File: src/fail_output_defines.svh
// Offsets, field positions, reset values and timing counts of the fail output block
`ifndef FAIL_OUTPUT_DEFINES_SVH
`define FAIL_OUTPUT_DEFINES_SVH

// ----------------------------------------
// Clock and pattern timing
// ----------------------------------------
`define CLK_PERIOD_NS   40
`define BLINK_PERIOD_NS 800000000
`define PWM_PERIOD_NS   10000000
`define BLINK_HALF_CYC  (`BLINK_PERIOD_NS / 2 / `CLK_PERIOD_NS)
`define PWM_PERIOD_CYC  (`PWM_PERIOD_NS / `CLK_PERIOD_NS)

// ----------------------------------------
// Failure counting
// ----------------------------------------
`define UV_LIMIT        3'h4
`define WD_CNT_MAX      2'h2

// ----------------------------------------
// Register map and fields
// ----------------------------------------
`define REG_CTRL_OFS    32'h0000_0000
`define REG_STAT_OFS    32'h0000_0004
`define CTRL_TEST_BIT   0
`define CTRL_DUTY_LSB   1
`define CTRL_OV_EN_BIT  3
`define CTRL_RESET      4'h0
`define STAT_FAIL_BIT   0
`define STAT_WD_BIT     1
`define STAT_ACT_BIT    2
`define STAT_PIN_LSB    4
`define STAT_UV_LSB     8
`define RESP_OKAY       2'h0
`define RESP_SLVERR     2'h2

`endif

File: src/fail_output_pkg.sv
// Types shared by the fail output block
package fail_output_pkg;

    // Hardware configuration one to four
    typedef enum logic [1:0] {
        CFG_ONE   = 2'h0,
        CFG_TWO   = 2'h1,
        CFG_THREE = 2'h2,
        CFG_FOUR  = 2'h3
    } hw_config_e;

    // Pulsed output duty selection
    typedef enum logic [1:0] {
        DUTY_20   = 2'h0,
        DUTY_10   = 2'h1,
        DUTY_5    = 2'h2,
        DUTY_2P5  = 2'h3
    } duty_e;

    // Master to slave signals of the register bus
    typedef struct packed {
        logic        awvalid;
        logic [31:0] awaddr;
        logic        wvalid;
        logic [31:0] wdata;
        logic [3:0]  wstrb;
        logic        bready;
        logic        arvalid;
        logic [31:0] araddr;
        logic        rready;
    } axi_lite_req_s;

    // Slave to master signals of the register bus
    typedef struct packed {
        logic        awready;
        logic        wready;
        logic        bvalid;
        logic [1:0]  bresp;
        logic        arready;
        logic        rvalid;
        logic [31:0] rdata;
        logic [1:0]  rresp;
    } axi_lite_resp_s;

endpackage : fail_output_pkg

File: src/fail_output_controller.sv
// Failure logic and pattern drivers for three open-drain fail outputs
`timescale 1ns/1ps
`include "fail_output_defines.svh"

module fail_output_controller #(
    parameter logic [23:0] BLINK_HALF_CYC = 24'(`BLINK_HALF_CYC),
    parameter logic [17:0] PWM_PERIOD_CYC = 18'(`PWM_PERIOD_CYC)
) (
    input  wire logic                           mclk_in,
    input  wire logic                           reset_in,
    input  wire logic                           ce_in,
    input  wire fail_output_pkg::axi_lite_req_s axi_req_in,
    output fail_output_pkg::axi_lite_resp_s     axi_resp_out,
    input  wire logic [1:0]                     hw_config_in,
    input  wire logic                           wd_trigger_fail_in,
    input  wire logic                           wd_trigger_ok_in,
    input  wire logic                           severe_thermal_shutdown_in,
    input  wire logic                           main_short_in,
    input  wire logic                           main_overvoltage_in,
    input  wire logic                           main_uv_event_in,
    input  wire logic                           main_uv_recover_in,
    input  wire logic                           sleep_entry_in,
    input  wire logic                           stop_wd_disable_in,
    input  wire logic                           static_fail_in,
    input  wire logic                           blink_fail_in,
    input  wire logic                           pulsed_fail_in,
    output logic                                static_fail_out,
    output logic                                static_fail_oe_n_out,
    output logic                                blink_fail_out,
    output logic                                blink_fail_oe_n_out,
    output logic                                pulsed_fail_out,
    output logic                                pulsed_fail_oe_n_out,
    output logic                                fail_safe_entry_out
);

    // Pulsed on-times for each duty choice
    localparam logic [17:0] ON_20  = PWM_PERIOD_CYC / 18'd5;
    localparam logic [17:0] ON_10  = PWM_PERIOD_CYC / 18'd10;
    localparam logic [17:0] ON_5   = PWM_PERIOD_CYC / 18'd20;
    localparam logic [17:0] ON_2P5 = PWM_PERIOD_CYC / 18'd40;

    // ----------------------------------------
    // Declarations
    // ----------------------------------------
    logic        test_on_r;
    logic [1:0]  duty_r;
    logic        ov_en_r;
    logic        failure_r;
    logic        wd_status_r;
    logic        fo_fault_r;
    logic [1:0]  wd_cnt_r;
    logic [2:0]  uv_cnt_r;
    logic        fs_entry_r;
    logic [23:0] blink_cnt_r;
    logic        blink_phase_r;
    logic [17:0] pwm_cnt_r;
    logic [17:0] on_len;
    logic        active;
    logic [2:0]  pin_s1_r;
    logic [2:0]  pin_s2_r;
    logic [2:0]  pin_s3_r;
    logic [2:0]  pin_lvl_r;
    logic        static_oe_n_r;
    logic        blink_oe_n_r;
    logic        pulsed_oe_n_r;
    logic        aw_held_r;
    logic [31:0] aw_addr_r;
    logic        w_held_r;
    logic [31:0] w_data_r;
    logic [3:0]  w_strb_r;
    logic        bvalid_r;
    logic [1:0]  bresp_r;
    logic        rvalid_r;
    logic [31:0] rdata_r;
    logic [1:0]  rresp_r;
    logic        aw_take;
    logic        w_take;
    logic        ar_take;
    logic        wr_do;
    logic        wr_ctrl;
    logic        wr_stat;
    logic        sw_clear;
    logic        wd_first;
    logic        wd_act;
    logic        wd_flag;
    logic        ov_act;
    logic        uv_act;
    logic        nonwd_act;
    logic        fo_set;
    logic        flag_set;
    logic        cond_any;
    logic        cfg_early;
    logic [31:0] rd_mux;

    // ----------------------------------------
    // Failure detection
    // ----------------------------------------
    // Cause decode for the current cycle
    assign cfg_early = (hw_config_in == fail_output_pkg::CFG_ONE) ||
                       (hw_config_in == fail_output_pkg::CFG_TWO);
    assign wd_first  = wd_trigger_fail_in && (wd_cnt_r == 2'h0);
    assign wd_act    = wd_trigger_fail_in && (cfg_early || !wd_first);
    assign wd_flag   = wd_act && !(wd_first &&
                       (hw_config_in == fail_output_pkg::CFG_TWO));
    assign ov_act    = main_overvoltage_in && ov_en_r;
    assign uv_act    = main_uv_event_in && (uv_cnt_r == (`UV_LIMIT - 3'h1));
    assign nonwd_act = severe_thermal_shutdown_in || main_short_in ||
                       ov_act || uv_act;
    assign fo_set    = nonwd_act || wd_act;
    assign flag_set  = nonwd_act || wd_flag;
    assign cond_any  = severe_thermal_shutdown_in || main_short_in ||
                       ov_act || wd_status_r;

    // Watchdog failure counter, restarted by a good trigger
    always_ff @(posedge mclk_in) begin
        if (reset_in) begin
            wd_cnt_r <= 2'h0;
        end else if (ce_in) begin
            if (wd_trigger_fail_in && wd_cnt_r != `WD_CNT_MAX) begin
                wd_cnt_r <= wd_cnt_r + 2'h1;
            end else if (wd_trigger_ok_in && !wd_trigger_fail_in) begin
                wd_cnt_r <= 2'h0;
            end
        end
    end

    // Consecutive undervoltage counter
    always_ff @(posedge mclk_in) begin
        if (reset_in) begin
            uv_cnt_r <= 3'h0;
        end else if (ce_in) begin
            if (uv_act || (main_uv_recover_in && !main_uv_event_in)) begin
                uv_cnt_r <= 3'h0;
            end else if (main_uv_event_in) begin
                uv_cnt_r <= uv_cnt_r + 3'h1;
            end
        end
    end

    // Watchdog fail status, a new failure wins over any clear
    always_ff @(posedge mclk_in) begin
        if (reset_in) begin
            wd_status_r <= 1'b0;
        end else if (ce_in) begin
            if (wd_trigger_fail_in) begin
                wd_status_r <= 1'b1;
            end else if (wd_trigger_ok_in || sleep_entry_in ||
                         stop_wd_disable_in || nonwd_act) begin
                wd_status_r <= 1'b0;
            end
        end
    end

    // Failure flag, a new activation wins over the software clear
    always_ff @(posedge mclk_in) begin
        if (reset_in) begin
            failure_r <= 1'b0;
        end else if (ce_in) begin
            if (flag_set) begin
                failure_r <= 1'b1;
            end else if (sw_clear) begin
                failure_r <= 1'b0;
            end
        end
    end

    // Latched fail state, held until causes are gone and flag is cleared
    always_ff @(posedge mclk_in) begin
        if (reset_in) begin
            fo_fault_r <= 1'b0;
        end else if (ce_in) begin
            if (fo_set) begin
                fo_fault_r <= 1'b1;
            end else if (!failure_r && !cond_any) begin
                fo_fault_r <= 1'b0;
            end
        end
    end

    // One pulse when a failure takes the device into fail-safe
    always_ff @(posedge mclk_in) begin
        if (reset_in) begin
            fs_entry_r <= 1'b0;
        end else if (ce_in) begin
            fs_entry_r <= flag_set && !failure_r;
        end
    end

    // ----------------------------------------
    // Output patterns
    // ----------------------------------------
    // The test bit only adds to the latched fail state
    assign active = fo_fault_r || test_on_r;

    // Duty choice for the pulsed output
    always_comb begin
        unique case (fail_output_pkg::duty_e'(duty_r))
            fail_output_pkg::DUTY_20:  on_len = ON_20;
            fail_output_pkg::DUTY_10:  on_len = ON_10;
            fail_output_pkg::DUTY_5:   on_len = ON_5;
            fail_output_pkg::DUTY_2P5: on_len = ON_2P5;
        endcase
    end

    // Pattern counters, held at zero while idle so all start together
    always_ff @(posedge mclk_in) begin
        if (reset_in) begin
            blink_cnt_r   <= 24'h0;
            blink_phase_r <= 1'b0;
            pwm_cnt_r     <= 18'h0;
        end else if (ce_in) begin
            if (!active) begin
                blink_cnt_r   <= 24'h0;
                blink_phase_r <= 1'b0;
                pwm_cnt_r     <= 18'h0;
            end else begin
                if (blink_cnt_r == BLINK_HALF_CYC - 24'h1) begin
                    blink_cnt_r   <= 24'h0;
                    blink_phase_r <= ~blink_phase_r;
                end else begin
                    blink_cnt_r <= blink_cnt_r + 24'h1;
                end
                if (pwm_cnt_r == PWM_PERIOD_CYC - 18'h1) begin
                    pwm_cnt_r <= 18'h0;
                end else begin
                    pwm_cnt_r <= pwm_cnt_r + 18'h1;
                end
            end
        end
    end

    // Registered pin enables, low pulls the pin down
    always_ff @(posedge mclk_in) begin
        if (reset_in) begin
            static_oe_n_r <= 1'b1;
            blink_oe_n_r  <= 1'b1;
            pulsed_oe_n_r <= 1'b1;
        end else if (ce_in) begin
            static_oe_n_r <= !active;
            blink_oe_n_r  <= !(active && !blink_phase_r);
            pulsed_oe_n_r <= !(active && (pwm_cnt_r < on_len));
        end
    end

    // Open-drain pins only ever drive low
    assign static_fail_out      = 1'b0;
    assign blink_fail_out       = 1'b0;
    assign pulsed_fail_out      = 1'b0;
    assign static_fail_oe_n_out = static_oe_n_r;
    assign blink_fail_oe_n_out  = blink_oe_n_r;
    assign pulsed_fail_oe_n_out = pulsed_oe_n_r;
    assign fail_safe_entry_out  = fs_entry_r;

    // Pin readback, a level counts once the last two stages agree
    always_ff @(posedge mclk_in) begin
        if (reset_in) begin
            pin_s1_r  <= 3'h7;
            pin_s2_r  <= 3'h7;
            pin_s3_r  <= 3'h7;
            pin_lvl_r <= 3'h7;
        end else if (ce_in) begin
            pin_s1_r  <= {pulsed_fail_in, blink_fail_in, static_fail_in};
            pin_s2_r  <= pin_s1_r;
            pin_s3_r  <= pin_s2_r;
            pin_lvl_r <= (pin_s2_r & pin_s3_r) | (pin_lvl_r & (pin_s2_r ^ pin_s3_r));
        end
    end

    // ----------------------------------------
    // Register bus slave
    // ----------------------------------------
    // Channel acceptance, nothing is taken while frozen
    assign aw_take  = axi_req_in.awvalid && ce_in && !aw_held_r && !bvalid_r;
    assign w_take   = axi_req_in.wvalid && ce_in && !w_held_r && !bvalid_r;
    assign ar_take  = axi_req_in.arvalid && ce_in && !rvalid_r;
    assign wr_do    = ce_in && aw_held_r && w_held_r;
    assign wr_ctrl  = wr_do && (aw_addr_r == `REG_CTRL_OFS) && w_strb_r[0];
    assign wr_stat  = wr_do && (aw_addr_r == `REG_STAT_OFS) && w_strb_r[0];
    assign sw_clear = wr_stat && w_data_r[`STAT_FAIL_BIT];

    // Write address and data are held until both are present
    always_ff @(posedge mclk_in) begin
        if (reset_in) begin
            aw_held_r <= 1'b0;
            aw_addr_r <= 32'h0;
            w_held_r  <= 1'b0;
            w_data_r  <= 32'h0;
            w_strb_r  <= 4'h0;
        end else if (ce_in) begin
            if (aw_take) begin
                aw_held_r <= 1'b1;
                aw_addr_r <= {axi_req_in.awaddr[31:2], 2'b00};
            end else if (wr_do) begin
                aw_held_r <= 1'b0;
            end
            if (w_take) begin
                w_held_r <= 1'b1;
                w_data_r <= axi_req_in.wdata;
                w_strb_r <= axi_req_in.wstrb;
            end else if (wr_do) begin
                w_held_r <= 1'b0;
            end
        end
    end

    // Write response, error for an unmapped address
    always_ff @(posedge mclk_in) begin
        if (reset_in) begin
            bvalid_r <= 1'b0;
            bresp_r  <= `RESP_OKAY;
        end else if (ce_in) begin
            if (wr_do) begin
                bvalid_r <= 1'b1;
                bresp_r  <= ((aw_addr_r == `REG_CTRL_OFS) || (aw_addr_r == `REG_STAT_OFS)) ?
                            `RESP_OKAY : `RESP_SLVERR;
            end else if (axi_req_in.bready) begin
                bvalid_r <= 1'b0;
            end
        end
    end

    // Control register
    always_ff @(posedge mclk_in) begin
        if (reset_in) begin
            {ov_en_r, duty_r, test_on_r} <= `CTRL_RESET;
        end else if (ce_in && wr_ctrl) begin
            test_on_r <= w_data_r[`CTRL_TEST_BIT];
            duty_r    <= w_data_r[`CTRL_DUTY_LSB +: 2];
            ov_en_r   <= w_data_r[`CTRL_OV_EN_BIT];
        end
    end

    // Read data selection
    always_comb begin
        rd_mux = 32'h0;
        if ({axi_req_in.araddr[31:2], 2'b00} == `REG_CTRL_OFS) begin
            rd_mux[`CTRL_TEST_BIT]       = test_on_r;
            rd_mux[`CTRL_DUTY_LSB +: 2]  = duty_r;
            rd_mux[`CTRL_OV_EN_BIT]      = ov_en_r;
        end else if ({axi_req_in.araddr[31:2], 2'b00} == `REG_STAT_OFS) begin
            rd_mux[`STAT_FAIL_BIT]       = failure_r;
            rd_mux[`STAT_WD_BIT]         = wd_status_r;
            rd_mux[`STAT_ACT_BIT]        = active;
            rd_mux[`STAT_PIN_LSB +: 3]   = pin_lvl_r;
            rd_mux[`STAT_UV_LSB +: 3]    = uv_cnt_r;
        end
    end

    // Read response, one cycle after the address
    always_ff @(posedge mclk_in) begin
        if (reset_in) begin
            rvalid_r <= 1'b0;
            rdata_r  <= 32'h0;
            rresp_r  <= `RESP_OKAY;
        end else if (ce_in) begin
            if (ar_take) begin
                rvalid_r <= 1'b1;
                rdata_r  <= rd_mux;
                rresp_r  <= (({axi_req_in.araddr[31:2], 2'b00} == `REG_CTRL_OFS) ||
                             ({axi_req_in.araddr[31:2], 2'b00} == `REG_STAT_OFS)) ?
                            `RESP_OKAY : `RESP_SLVERR;
            end else if (axi_req_in.rready) begin
                rvalid_r <= 1'b0;
            end
        end
    end

    // Bus outputs
    assign axi_resp_out.awready = ce_in && !aw_held_r && !bvalid_r;
    assign axi_resp_out.wready  = ce_in && !w_held_r && !bvalid_r;
    assign axi_resp_out.bvalid  = bvalid_r;
    assign axi_resp_out.bresp   = bresp_r;
    assign axi_resp_out.arready = ce_in && !rvalid_r;
    assign axi_resp_out.rvalid  = rvalid_r;
    assign axi_resp_out.rdata   = rdata_r;
    assign axi_resp_out.rresp   = rresp_r;

    // ----------------------------------------
    // Assertions
    // ----------------------------------------
    property p_uv_limit;
        @(posedge mclk_in) disable iff (reset_in)
        (ce_in && main_uv_event_in && uv_cnt_r == 3'h3) |=> (fo_fault_r && failure_r);
    endproperty
    a_uv_limit: assert property (p_uv_limit)
        else $error("fourth undervoltage did not activate");

    property p_ov_gate;
        @(posedge mclk_in) disable iff (reset_in)
        (ce_in && main_overvoltage_in && ov_en_r) |=> fo_fault_r;
    endproperty
    a_ov_gate: assert property (p_ov_gate)
        else $error("enabled overvoltage did not activate");

    property p_tsd_failsafe;
        @(posedge mclk_in) disable iff (reset_in)
        (ce_in && severe_thermal_shutdown_in && !failure_r) |=> (fs_entry_r && fo_fault_r);
    endproperty
    a_tsd_failsafe: assert property (p_tsd_failsafe)
        else $error("thermal shutdown missed fail-safe entry");

    property p_cfg2_first;
        @(posedge mclk_in) disable iff (reset_in)
        (ce_in && hw_config_in == 2'h1 && wd_trigger_fail_in && wd_cnt_r == 2'h0 &&
         !nonwd_act && !failure_r) |=> (!failure_r && fo_fault_r);
    endproperty
    a_cfg2_first: assert property (p_cfg2_first)
        else $error("first watchdog failure in config two set the flag");

    property p_late_cfg;
        @(posedge mclk_in) disable iff (reset_in)
        (ce_in && hw_config_in[1] && wd_trigger_fail_in && wd_cnt_r == 2'h0 &&
         !nonwd_act && !fo_fault_r) |=> !fo_fault_r;
    endproperty
    a_late_cfg: assert property (p_late_cfg)
        else $error("first watchdog failure activated in config three or four");

    property p_wd_sleep;
        @(posedge mclk_in) disable iff (reset_in)
        (ce_in && sleep_entry_in && !wd_trigger_fail_in) |=> !wd_status_r;
    endproperty
    a_wd_sleep: assert property (p_wd_sleep)
        else $error("watchdog fail status kept over sleep entry");

    property p_hold;
        @(posedge mclk_in) disable iff (reset_in)
        (ce_in && fo_fault_r && (cond_any || failure_r)) |=> fo_fault_r;
    endproperty
    a_hold: assert property (p_hold)
        else $error("fail state released too early");

    property p_off;
        @(posedge mclk_in) disable iff (reset_in)
        (ce_in && !fo_fault_r && !test_on_r) |=>
        (static_fail_oe_n_out && blink_fail_oe_n_out && pulsed_fail_oe_n_out);
    endproperty
    a_off: assert property (p_off)
        else $error("pin driven without fail state or test bit");

    property p_pulse_edges;
        @(posedge mclk_in) disable iff (reset_in)
        (ce_in && active && pwm_cnt_r == on_len) |=> pulsed_fail_oe_n_out;
    endproperty
    a_pulse_edges: assert property (p_pulse_edges)
        else $error("pulsed output on past its duty");

    property p_static;
        @(posedge mclk_in) disable iff (reset_in)
        (ce_in && active) |=> !static_fail_oe_n_out;
    endproperty
    a_static: assert property (p_static)
        else $error("static output not low while active");

endmodule : fail_output_controller

File: config.mk
export PLATFORM = sky130hd
export DESIGN_NAME = fail_output_controller
export DESIGN_NICKNAME = d
export VERILOG_FILES = /design/src/fail_output_pkg.sv /design/src/fail_output_controller.sv
export VERILOG_INCLUDE_DIRS = /design/src
export SDC_FILE = /design/constraint.sdc
export NUM_CORES = 1
export LEC_CHECK = 0
export ABC_CLOCK_PERIOD_IN_PS = 2650
export BUFFER_PORTS_ARGS = -buffer_cell sky130_fd_sc_hd__buf_2
export CAP_MARGIN = 0
export CORE_UTILIZATION = 50
export DETAILED_ROUTE_END_ITERATION = 10
export HOLD_SLACK_MARGIN = 0.05
export MAX_ROUTING_LAYER = met4
export PLACE_DENSITY = 0.77
export SYNTH_ARGS = -nofsm -noshare
export SYNTH_HDL_FRONTEND = slang
export SYNTH_SLANG_ARGS = --single-unit
File: constraint.sdc
create_clock -name mclk_in -period 2.65 [get_ports mclk_in]
set_clock_uncertainty 0.15 [all_clocks]
set_input_delay 0.1325 -clock mclk_in [delete_from_list [all_inputs] [get_ports mclk_in]]
set_output_delay 0.1325 -clock mclk_in [all_outputs]
set_load 0.02 [all_outputs]
# ---- Word-level counts from Yosys, hierarchy flattened
# Index checks and enable logic that the tools add are counted.
# W data, S select, Z words.
dict set report word_totals {
  reg_bits 124
  input_bits 122
  output_inout_bits 48
  elab_cells 174
}
dict set report op_classes {
  addsub 4
  order_cmp 1
  eq_ne 11
  muxes 33
  bitwise_logic 5
  reduce_logical 91
}
# cell count
set op_table {}
lappend op_table {{$pmux W18 S4} 1}
lappend op_table {{$eq A30 B1 Y1 const B} 2}
lappend op_table {{$mux W24} 2}
lappend op_table {{$mux W18} 2}
lappend op_table {{$logic_and A1 B1 Y1} 34}
lappend op_table {{$logic_not A32 Y1} 1}
lappend op_table {{$logic_not A30 Y1} 1}
lappend op_table {{$reduce_and A2 Y1} 14}
lappend op_table {{$add A24 B1 Y24 const B} 1}
lappend op_table {{$eq A24 B24 Y1 const B} 1}
lappend op_table {{$mux W3} 8}
lappend op_table {{$add A18 B1 Y18 const B} 1}
lappend op_table {{$eq A18 B18 Y1 const B} 1}
lappend op_table {{$lt A18 B18 Y1} 1}
lappend op_table {{$reduce_bool A2 Y1} 9}
lappend op_table {{$mux W1} 16}
lappend op_table {{$logic_or A1 B1 Y1} 15}
lappend op_table {{$logic_not A1 Y1} 14}
lappend op_table {{$mux W2} 4}
lappend op_table {{$and A3 B3 Y3} 2}
lappend op_table {{$logic_not A2 Y1} 3}
lappend op_table {{$eq A2 B1 Y1 const B} 2}
lappend op_table {{$eq A2 B2 Y1 const B} 2}
lappend op_table {{$add A3 B1 Y3 const B} 1}
lappend op_table {{7 further kinds} 7}

# ---- Longest topological paths before layout
# Gate-level depths: netlist of the first run.
dict set report logic_depth {
  ltp_word 9
  depth_mapped 9
  mapped_depth_nobuf 9
}

# ---- Worst setup path before layout of the first run
# OpenSTA, ideal clock, no wires.
dict set report synth_path {
  kind {register to register}
  startpoint {reg duty_r[1]}
  endpoint {reg pulsed_oe_n_r, in the netlist pulsed_fail_oe_n_out}
  setup_ns 0.101
  arrival_time_ns 1.857
  required_time_ns 2.399
  slack_ns 0.542
  path_stages_with_launch 9
  path_buffers 0
  period_less_slack_ns 2.108
  cell_sequence {dfxtp_1 inv_1 ha_1 inv_1 ha_1 and4_1 o211ai_1 o211a_1 o41ai_1}
}
dict set report synth_via {
  elab_chain_len 5
  word_cells_on_any_way 8
  cone_classes {order compare (1); eq/ne (3); mux (1); reduce/logical (3)}
}
# item line_no
set synth_rtl {}
lappend synth_rtl {{from (decl)} fail_output_controller.sv:46} ;# logic [1:0] duty_r;
lappend synth_rtl {{from (signal assigned)} fail_output_controller.sv:325} ;# {ov_en_r, duty_r, test_on_r} <= `CTRL_RESET;
lappend synth_rtl {{from (signal assigned)} fail_output_controller.sv:328} ;# duty_r <= w_data_r[`CTRL_DUTY_LSB +: 2];
lappend synth_rtl {{$eq A2 B2 Y1 (tied with other cells)} fail_output_controller.sv:197} ;# unique case (fail_output_pkg::duty_e'(duty_r))
lappend synth_rtl {{$pmux W18 S4 (*)} fail_output_controller.sv:197}
lappend synth_rtl {{$lt A18 B18 Y1 (*)} fail_output_controller.sv:241} ;# pulsed_oe_n_r <= !(active && (pwm_cnt_r < on_len));
lappend synth_rtl {{$logic_and A1 B1 Y1 (*)} fail_output_controller.sv:241}
lappend synth_rtl {{$logic_not A1 Y1 (*)} fail_output_controller.sv:241}
lappend synth_rtl {{to (signal assigned)} fail_output_controller.sv:241}
lappend synth_rtl {{to (decl)} fail_output_controller.sv:65} ;# logic pulsed_oe_n_r;
# Every way passes the cells marked *; elsewhere a longest branch is shown, timed or not. The select of a mux whose other input is x is not followed.
# A chain may end at the register's enable or synchronous reset.

# ---- Worst setup path after layout of the first run
dict set report layout_path {
  startpoint {in ce_in}
  endpoint {reg fo_fault_r}
}
dict set report layout_via {
  elab_chain_len 1
}
# item line_no
set layout_rtl {}
lappend layout_rtl {{from (decl)} fail_output_controller.sv:11} ;# input wire logic ce_in,
lappend layout_rtl {{$reduce_and A2 Y1 (no source line)} -}
lappend layout_rtl {{to (signal assigned)} fail_output_controller.sv:170} ;# fo_fault_r <= 1'b0;
lappend layout_rtl {{to (signal assigned)} fail_output_controller.sv:173} ;# fo_fault_r <= 1'b1;
lappend layout_rtl {{to (signal assigned)} fail_output_controller.sv:175} ;# fo_fault_r <= 1'b0;
lappend layout_rtl {{to (decl)} fail_output_controller.sv:50} ;# logic fo_fault_r;
# Every way passes these cells.

==> results.md, run 1 <==
- Primary FF master, synth: dfxtp_1
- Relative slew margins: 42.0%
- # Max-Cap Violations: 0
- Setup-failing EPs final: 0
- Clock tree sinks: 122
- Outcome: complete, no violations
- Count of pins over their slew limit: 0
- Area of the mapped netlist: 5830 sq um
- Final cell count without fillers: 1022
- Pleak: 0.00311 uW
- Hold_ws: 0.0718 ns
- Switching power share of the total: 25.3%
- Unique masters post-synth: 56
- Critical Path AT: 2.70 ns
- Actual slew at the worst max-slew pin: 0.867 ns
- R2R depth: 6
- # IOs: 170
- ANT nets after route: 0
- CP Data Required Time: 2.79 ns
- Routed vias: 5552
- Clock Path Buffers: 2
- Area of the die: 12100 sq um
- Fmax: 390 MHz
- CTS tree: built
- Post-DP HPWL: 10200 um
- TritonCTS Buffers: 17
- Remaining global-route overflow: 0
- Internal power: 3370 uW
- # nets final: 1016
- Largest net degree at the start of global routing: 56
- Starting Density: 51.1%
- Hold/Removal Path Class: primary input to flop
- H-Tree Level Count: 4
- Critical path type: primary input to flop
- Dpl ws: 0.340 ns
- Detailed Routing Iterations Pass 1: 7
- Clock share of power: 47.6%
- CP Capture Type: flop
- Post-synthesis cell count: 698
- Worst-path clk slew: 0.06 ns
- Pwr/cell area: 594 nW/um^2
- Total track usage: 27.7%
- WL per Instance: 15.1 um
- Die X: 110 um
- Initial antenna violation count: 0
- Iter 0 DRT Violations: 273
- Number of diodes: 0
- Final hold violations: 0
- Post-synth top area share: 41.9%
- Most instantiated library cell after synthesis: dfxtp_1
- Critical path startpoint category: primary input
- Sequential power share: 42.6%
- P_sw: 1140 uW
- Most instantiated cells after synthesis: dfxtp_1 (122), nand2_1 (107), nor2_1 (82)
- Ys Warns: 0
- Layout cell share with drive strength beyond 1: 18.2%
- # Post-CTS Setup Buffers: 0
- Die height: 110 um
- Largest cells by area after synthesis: dfxtp_1 (42%), nand2_1 (6.9%), ha_1 (5.8%)
- Yosys reg bits: 122
- Core Footprint: 11400 sq um
- Critical path peak fanout: 18
- Async S/R FF share, synth: 0%
- Peak supply drop: 350 uV
- # rows: 39
- Setup WS post-layout: 0.0869 ns
- Largest area contributor in the netlist: dfxtp_1
- Logic pwr share: 9.8%
- Post-synth EDFFs: 0
- CTS root buffer: clkbuf_16
- Syn_area_per_cell: 8.36 sq um
- # placed instances: 929
- Port bufs: 107
- Clk_lat worst skew: 0.41 ns
- Final period util: 96.7%
- Post-synthesis sequential area ratio: 41.9%
- Hold Path Depth: 5
- Detailed Route WL: 15500 um
- DR DRC count: 0
- Min Tclk post-route: 2.56 ns
- Vias in the first global route: 5406
- Area Growth Syn to Fin: 30.1%
- Setup TNS: 0 ns
- First-pass GRT wire length: 25300 um
- RSZ-0062 raised after global routing: no
- Via density: 5.43
- Gpl congestion: 0.867
==> worst paths after layout <==
kind / startpoint / end / slack [ns]
worst max-delay path: ce_in / fo_fault_r / 0.09
worst min-delay path: main_short_in / failure_r / 0.07
worst max register to register: ov_en_r / fo_fault_r / 0.13
worst min register to register: aw_addr_r[20] / aw_addr_r[20] / 0.30
==> stage by stage <==
step / instance area, sq um / total power [uW] / util [%]
after floorplan: 5930 / 2210 / -
final: 7590 / 4510 / 66.5
after global routing: 7590 / 4680 / 66.5
after detailed placement: 6420 / 2320 / 56.2
after global placement: 6420 / 2300 / 56.2
after CTS: 7590 / 4520 / 66.4
==> critical path, cell delays in order <==
cell           delay [ns]
dlygate4sd3_1        0.53
buf_2                0.31
buf_6                0.26
nand3_1              0.09
a21oi_1              0.16
dlygate4sd3_1        0.56
a21oi_1              0.07
dlygate4sd3_1        0.58
==> kinds of logic after synthesis <==
group / Yosys count / synth area share (%)
other cells: 1 / 0.0643
compound gates: 119 / 12.3
buf+inv: 79 / 7.03
fa+ha+maj: 27 / 5.79
mux: 22 / 3.82
simple gates: 300 / 24.9
flops: 122 / 41.9
xor+xnor: 28 / 4.20
==> power groups by stage <==
stage	clock (uW)	combinational [uW]	sequential (uW)
2_1_floorplan	0	253	1960
3_3_place_gp	0	347	1960
3_5_place_dp	0	358	1960
4_1_cts	2170	430	1920
5_1_grt	2270	482	1930
6_report	2150	441	1920
==> cell type report <==
type | instances | area [sq um]
Clock buffer | 17 | 425
Clock inverter | 14 | 125
Fill cell | 873 | 3830
Inverter | 20 | 75.1
Multi-Input combinational cell | 523 | 3080
Sequential cell | 122 | 2440
Tap cell | 143 | 179
Timing Repair Buffer | 183 | 1260
==> registers in the layout, summed over array words and instances, names as in the netlist, 2 cells and up <==
register and cells:
rdata_r 10, blink_cnt_r 24, pin_s3_r 3, w_data_r 4, duty_r 2, wd_cnt_r 2
uv_cnt_r 3, pin_s1_r 3, pin_lvl_r 3, aw_addr_r 30, pin_s2_r 3, pwm_cnt_r 18
==> layout by cell type (no fill, tap or decap), drive strengths merged, types with 3 or more instances in the layout <==
master / netlist / routed
a22o: 7 / 7
xor2: 12 / 12
o22ai: 6 / 6
a31oi: 8 / 8
a21oi: 55 / 55
a211oi: 3 / 3
clkinv: 0 / 7
and3: 8 / 8
nand2b: 5 / 5
and4: 5 / 5
dfxtp: 122 / 122
nor3: 7 / 7
buf: 36 / 121
and2: 3 / 3
nand4: 18 / 18
clkinvlp: 0 / 3
nor4b: 3 / 3
conb: 1 / 27
nor2: 82 / 82
o21ai: 18 / 18
clkbuf: 23 / 17
nand3: 24 / 24
nand2: 107 / 107
ha: 27 / 27
xnor2: 16 / 16
nor4: 19 / 19
inv: 20 / 23
dlygate4sd3: 0 / 62
mux2i: 20 / 20
nand3b: 5 / 5
a22oi: 6 / 6
==> repair_timing <==
item                                   4_1_cts  5_1_grt
hold buffers                                62        0
endpoints found under the hold margin       62        0
gates resized for setup                      0        1
setup endpoints to repair                    0        1
==> routing by layer <==
metal,global-route usage (%),share of wire [%]
met5,-,0
met4,12.2,3.1
met3,5.64,4.3
met2,47.6,50
met1,31.2,42
Note: power is estimated with default switching activity, not from simulation.
==> inputs of run 2 (changes only) <==
--- a/config.mk
+++ b/config.mk
@@ -12,7 +12,6 @@
 export CORE_UTILIZATION = 50
 export DETAILED_ROUTE_END_ITERATION = 10
 export HOLD_SLACK_MARGIN = 0.05
-export MAX_ROUTING_LAYER = met4
 export PLACE_DENSITY = 0.77
 export SYNTH_ARGS = -nofsm -noshare
 export SYNTH_HDL_FRONTEND = slang
==> run 2 against run 1 <==
First-iteration DRC count increased by 2.2%. Combinational power about the same. Non-clock buffer count decreased by 2. Utilization increased by 0.26 points. Wire length increased by 0.98%. Critical endpoint unchanged. Setup slack improved by 0.034 ns. Register-to-register slack improved by 0.07 ns. Largest power group unchanged. Sequential power about the same. Count of clock-buffer cells in the layout increased by 9. Critical path depth increased by 1.
==> results.md, run 2 (same netlist as run 1, synthesis figures left out) <==
- Commonest non-fill, non-tap cell in the layout: dfxtp_1
- Delay-heaviest family, CP: buffers and inverters
- Pwr/cell area: 610 nW/um^2 (+2.7%)
- Max FFs per register: 30 (unchanged)
- Setup-failing EPs final: 0 (unchanged)
- Most frequent cells in the layout: dfxtp_1 (122), nand2_1 (107), buf_2 (107)
- Layout cell share with drive strength beyond 1: 17.8% (-0.43 points)
- Area of the multi-input gates: 3080 sq um (unchanged)
- CTS root buffer: clkbuf_16
- Actual slew at the worst max-slew pin: 0.903 ns (+0.0360 ns)
- Delay of the slowest critical-path stage: 0.55 ns (-0.03 ns)
- CP Data Required Time: 2.86 ns (+0.07 ns)
- Critical path peak fanout: 25 (+7)
- Biggest register: aw_addr_r
- Fmax: 395 MHz (+1.3%)
- # rows: 39 (unchanged)
- Final hold violations: 0 (unchanged)
- Clock tree sinks: 122 (unchanged)
- Min Tclk post-route: 2.53 ns (-0.0337 ns)
- Clk_lat worst skew: 0.42 ns (about the same)
- Post-DP HPWL: 10100 um (-1.4%)
- Area of the die: 12100 sq um (unchanged)
- Internal power: 3570 uW (+5.8%)
- Starting Density: 51.1% (unchanged)
- Worst-path clk slew: 0.05 ns (about the same)
- Gpl congestion: 0.873 (+0.70%)
- CP Capture Type: flop
- Clock share of power: 49.1% (+1.5 points)
- Port bufs: 107 (unchanged)
- H-Tree Level Count: 4 (unchanged)
- Outcome: complete, no violations
- Detailed Route WL: 15600 um (+0.98%)
- Number of diodes: 0 (unchanged)
- # Max-Cap Violations: 0 (unchanged)
- Slowest cell on crit path: dlygate4sd3_1
- TritonCTS Buffers: 17 (unchanged)
- Routed wire length on met2: 7970 um (+2.0%)
- Vias in the first global route: 5494 (+1.6%)
- Total track usage: 27.4% (-0.37 points)
- DR DRC count: 0 (unchanged)
- Clock Path Buffers: 2 (unchanged)
- # IOs: 170 (unchanged)
- Routed vias: 5565 (+0.23%)
- Top layer used by detailed routing: met4
- Largest net degree at the start of global routing: 56 (unchanged)
- FF+latch area: 2440 sq um (unchanged)
- P_sw: 1080 uW (-5.0%)
- WL met1: 6320 um (-3.0%)
- # nets final: 1014 (-0.20%)
- Die X: 110 um (unchanged)
- Worst Path Buf+Inv: 5 (unchanged)
- Pleak: 0.00313 uW (+0.38%)
- Area Growth Syn to Fin: 30.6%
- RSZ-0062 raised after global routing: no
- Logic pwr share: 9.5% (-0.3 points)
- Critical Path AT: 2.74 ns (+0.04 ns)
- Crit path cell chain: dlygate4sd3_1 -> buf_2 -> buf_12 -> nand2_1 -> a21oi_1 -> a21oi_1 -> dlygate4sd3_1 -> a21oi_1 -> dlygate4sd3_1
- Relative slew margins: 39.2% (-2.8 points)
- First-pass GRT wire length: 25400 um (+0.46%)
- Die height: 110 um (unchanged)
- Critical path type: primary input to flop
- Setup TNS: 0 ns (unchanged)
- Final period util: 95.5% (-1.3 points)
- Detailed Routing Iterations Pass 1: 4 (-3)
- Met3 Routed Length: 776 um (+16%)
- ANT nets after route: 0 (unchanged)
- Via density: 5.45 (+0.33%)
- CTS tree: built
- Top Registers: aw_addr_r: 30 flops, blink_cnt_r: 24 flops, pwm_cnt_r: 18 flops
- Iter 0 DRT Violations: 279 (+2.2%)
- Hold_ws: 0.0576 ns (-0.0142 ns)
- Switching power share of the total: 23.3% (-2.0 points)
- Remaining global-route overflow: 0 (unchanged)
- Critical path startpoint category: primary input
- Hold/Removal Path Class: primary input to flop
- Sequential power share: 41.4% (-1.2 points)
- Peak supply drop: 534 uV (+53%)
- Count of pins over their slew limit: 0 (unchanged)
- WL per Instance: 15.3 um (+1.1%)
- Core Footprint: 11400 sq um (unchanged)
- Layout fillers: 864 (-1.0%)
- Initial antenna violation count: 0 (unchanged)
-- run 2: power groups by stage --
stage / clock network (uW) / logic [uW] / registers [uW]
after floorplan: 0 / 253 / 1960
after global placement: 0 / 345 / 1960
after detailed placement: 0 / 354 / 1960
after CTS: 2300 / 426 / 1920
after global routing: 2390 / 486 / 1930
final: 2280 / 444 / 1920
-- run 2: per-stage QoR --
step                std cells  total power (uW)  util, %  worst slack (ns)  area, sq um
floorplan                 724              2210        -             0.542         5930
global placement          926              2300     56.0             0.448         6390
detailed placement        926              2310     56.0             0.383         6390
CTS                      1019              4650     66.5            0.0263         7590
global route             1021              4810     66.7            0.0362         7620
finish                   1021              4650     66.7             0.121         7620
-- run 2: repair_timing --
item                       in CTS  in global routing
hold endpoints to repair       64                  0
hold buffers                   61                  0
setup buffers                   0                  2
resized for setup               0                  4
setup endpoints to repair       0                  2
-- run 2: tightest hold or removal path, delay by kind of cell --
family,cells,cell delay (ns)
AO/OA/AOI/OAI,3,0.29
buffers and inverters,1,0.08
AND/OR/NAND/NOR,1,0.08
-- run 2: cell type report --
class                      count  share of cell area (%)
timing repair buffer         181                    16.5
clock inverter                 6                    1.13
clock buffer                  26                    6.55
multi-input combinational    523                    40.4
sequential                   122                    32.0
tap                          143                    2.35
inverter                      20                    1.03
-- run 2: worst paths after layout --
check | depth (start not counted) | from | slack (ns) | to
setup / recovery | 9 | ce_in | 0.12 | fo_fault_r
hold / removal | 5 | main_short_in | 0.06 | failure_r
setup reg to reg | 6 | ov_en_r | 0.20 | fo_fault_r
hold reg to reg | 2 | aw_addr_r[20] | 0.30 | aw_addr_r[20]
-- run 2: routing by layer --
metal | vias up | track usage [%]
met5 | - | 0
met4 | 0 | 13.4
met3 | 49 | 7.41
met2 | 176 | 48.7
met1 | 2626 | 29.9
li1 | 2714 | -
==> inputs of run 3 (changes only) <==
--- a/config.mk
+++ b/config.mk
@@ -6,7 +6,7 @@
 export SDC_FILE = /design/constraint.sdc
 export NUM_CORES = 1
 export LEC_CHECK = 0
-export ABC_CLOCK_PERIOD_IN_PS = 2650
+export ABC_CLOCK_PERIOD_IN_PS = 2570
 export BUFFER_PORTS_ARGS = -buffer_cell sky130_fd_sc_hd__buf_2
 export CAP_MARGIN = 0
 export CORE_UTILIZATION = 50
==> constraint.sdc (replaced) <==
create_clock -name mclk_in -period 2.57 [get_ports mclk_in]
set_clock_uncertainty 0.15 [all_clocks]
set_input_delay 0.1285 -clock mclk_in [delete_from_list [all_inputs] [get_ports mclk_in]]
set_output_delay 0.1285 -clock mclk_in [all_outputs]
set_load 0.02 [all_outputs]
==> run 3 against run 2 <==
Sequential cell count did not move. Sequential power is 3% higher. Via count grew 0.54%. Clock power increased by 7%. Sequential share of layout area decreased by 0.15 points. Die area unchanged. First-iteration DRC count increased by 11%. Setup slack got worse by 0.055 ns. Non-clock buffer count grew 3. Register-to-register slack lost 0.12 ns. Final cell count is 0.20% higher. Critical path type unchanged. Largest cell class unchanged.
==> results.md, run 3 (same netlist as run 1, synthesis figures left out) <==
- # nets final: 1017 (+0.30%)
- Most frequent cells in the layout: dfxtp_1 (122), nand2_1 (107), buf_2 (107)
- Largest net degree at the start of global routing: 55 (-1.8%)
- CP Capture Type: flop
- Critical path peak fanout: 2 (-92%)
- Logic pwr share: 9.3% (-0.2 points)
- # IOs: 170 (unchanged)
- Top Registers: aw_addr_r: 30 flops, blink_cnt_r: 24 flops, pwm_cnt_r: 18 flops
- Via density: 5.47 (+0.34%)
- Max FFs per register: 30 (unchanged)
- Iter 0 DRT Violations: 310 (+11%)
- Critical Path AT: 2.71 ns (-0.03 ns)
- Final period util: 97.5%
- Clock share of power: 50.0% (+0.9 points)
- Total track usage: 27.3% (-0.076 points)
- Peak supply drop: 738 uV (+38%)
- Biggest register: aw_addr_r
- Internal power: 3700 uW (+3.7%)
- Reg2reg start: ov_en_r
- Outcome: complete, no violations
- CP Data Required Time: 2.78 ns (-0.08 ns)
- Port bufs: 107 (unchanged)
- Die X: 110 um (unchanged)
- H-Tree Level Count: 4 (unchanged)
- Worst-path clk slew: 0.06 ns (about the same)
- Gpl congestion: 0.880 (+0.74%)
- TritonCTS Buffers: 17 (unchanged)
- R2R depth: 7 (+1)
- Starting Density: 51.1% (unchanged)
- # rows: 39 (unchanged)
- Hold Path End: rdata_r[2]
- DR DRC count: 0 (unchanged)
- # Max-Cap Violations: 0 (unchanged)
- Detailed Routing Iterations Pass 1: 5 (+1)
- Routed vias: 5595 (+0.54%)
- Final hold violations: 0 (unchanged)
- Hold Path Depth: 7 (+2)
- Actual slew at the worst max-slew pin: 0.959 ns (+0.0555 ns)
- Layout fillers: 892 (+3.2%)
- CTS tree: built
- Critical path startpoint category: primary input
- Layout cell share with drive strength beyond 1: 18.3% (+0.53 points)
- Pwr/cell area: 636 nW/um^2 (+4.3%)
- Critical path type: primary input to flop
- Worst Hold Launch: axi_req_in[27]
- Relative slew margins: 35.9% (-3.3 points)
- Vias in the first global route: 5536 (+0.76%)
- Clock Path Buffers: 2 (unchanged)
- Detailed Route WL: 15700 um (+0.61%)
- Remaining global-route overflow: 0 (unchanged)
- Hold_ws: 0.150 ns (+0.0925 ns)
- Count of pins over their slew limit: 0 (unchanged)
- Pleak: 0.00314 uW (+0.59%)
- WL per Instance: 15.4 um (+0.42%)
- Sequential power share: 40.7% (-0.7 points)
- Number of diodes: 0 (unchanged)
- Die height: 110 um (unchanged)
- Area Growth Syn to Fin: 31.2%
- Setup TNS: 0 ns (unchanged)
- CTS root buffer: clkbuf_16
- Worst R2R Setup Slack: 0.08 ns (-0.12 ns)
- Fmax: 399 MHz
- Worst R2R End: wd_status_r
- Post-DP HPWL: 10300 um (+2.0%)
- Setup-failing EPs final: 0 (unchanged)
- Core Footprint: 11400 sq um (unchanged)
- Clk_lat worst skew: 0.41 ns (about the same)
- ANT nets after route: 0 (unchanged)
- Hold/Removal Path Class: primary input to flop
- P_sw: 1170 uW (+8.2%)
- RSZ-0062 raised after global routing: no
- First-pass GRT wire length: 25400 um (about the same)
- Min Tclk post-route: 2.50 ns
- Commonest non-fill, non-tap cell in the layout: dfxtp_1
- Clock tree sinks: 122 (unchanged)
- # Post-CTS Setup Buffers: 0 (unchanged)
- Switching power share of the total: 24.1% (+0.77 points)
- Initial antenna violation count: 0 (unchanged)
- Area of the die: 12100 sq um (unchanged)
==> run 3: cell types whose count changed in the layout (fill, tap and decap cells not counted), moves of 2 or more <==
cell        change
clkinvlp_4      +2
clkbuf_8        -3
inv_6           +2
buf_4           +2
clkbuf_1        -5
clkinv_4        +2
==> run 3: power by group through the flow <==
stage / registers [uW] / logic [uW] / clock network, uW
global route: 1990 / 497 / 2550
global placement: 2020 / 356 / 0
floorplan: 2020 / 261 / 0
finish: 1980 / 455 / 2430
CTS: 1980 / 442 / 2460
detailed placement: 2020 / 368 / 0
==> run 3: through the flow <==
step           util [%]  power, uW  cell area [sq um]  setup slack, ns  std cells
3_3_place_gp       56.3       2370               6420            0.379        930
4_1_cts            67.0       4880               7650            0.107       1023
5_1_grt            67.1       5040               7660           0.0208       1023
3_5_place_dp       56.3       2390               6420            0.308        930
6_report           67.1       4870               7660           0.0651       1023
2_1_floorplan         -       2280               5930            0.462        724
==> run 3: area by class of cell <==
| cell class | instances | area [sq um] | area share (%) |
|---|---|---|---|
| Inverter | 20 | 75.1 | 0.981 |
| Clock buffer | 18 | 439 | 5.74 |
| Sequential cell | 122 | 2440 | 31.9 |
| Multi-Input combinational cell | 523 | 3080 | 40.2 |
| Timing Repair Buffer | 184 | 1270 | 16.6 |
| Tap cell | 143 | 179 | 2.34 |
| Clock inverter | 13 | 169 | 2.21 |
==> run 3: routing by layer <==
metal,track usage [%],vias up,part of all wire (%)
met2,49.2,220,51
met4,11.1,0,2.4
met1,30.8,2626,40
met3,6.35,32,6.1
li1,-,2717,-
met5,0,-,0
==> run 3: worst max path at each step <==
stage	slack (ns)	startpoint	endpoint
after floorplan	0.46	duty_r[1]	pulsed_fail_oe_n_out
after global placement	0.38	blink_cnt_r[0]	blink_cnt_r[18]
after detailed placement	0.31	blink_cnt_r[0]	blink_cnt_r[18]
after CTS	0.11	ov_en_r	wd_status_r
after global routing	0.02	axi_req_in[26]	rdata_r[3]
final	0.07	main_short_in	wd_status_r
==> run 3: what timing repair did <==
item,CTS,global route
hold buffers,62,0
endpoints found under the hold margin,62,0
gates resized for setup,0,1
endpoints found under the setup margin,0,1
==> run 3: worst max-delay path, stage by stage <==
cell and delay [ns]:
dlygate4sd3_1 0.54, buf_2 0.13, a211oi_1 0.37, dlygate4sd3_1 0.63, nand2_1 0.07, nand2_1 0.10
nand3_1 0.08, a21oi_1 0.12, dlygate4sd3_1 0.56
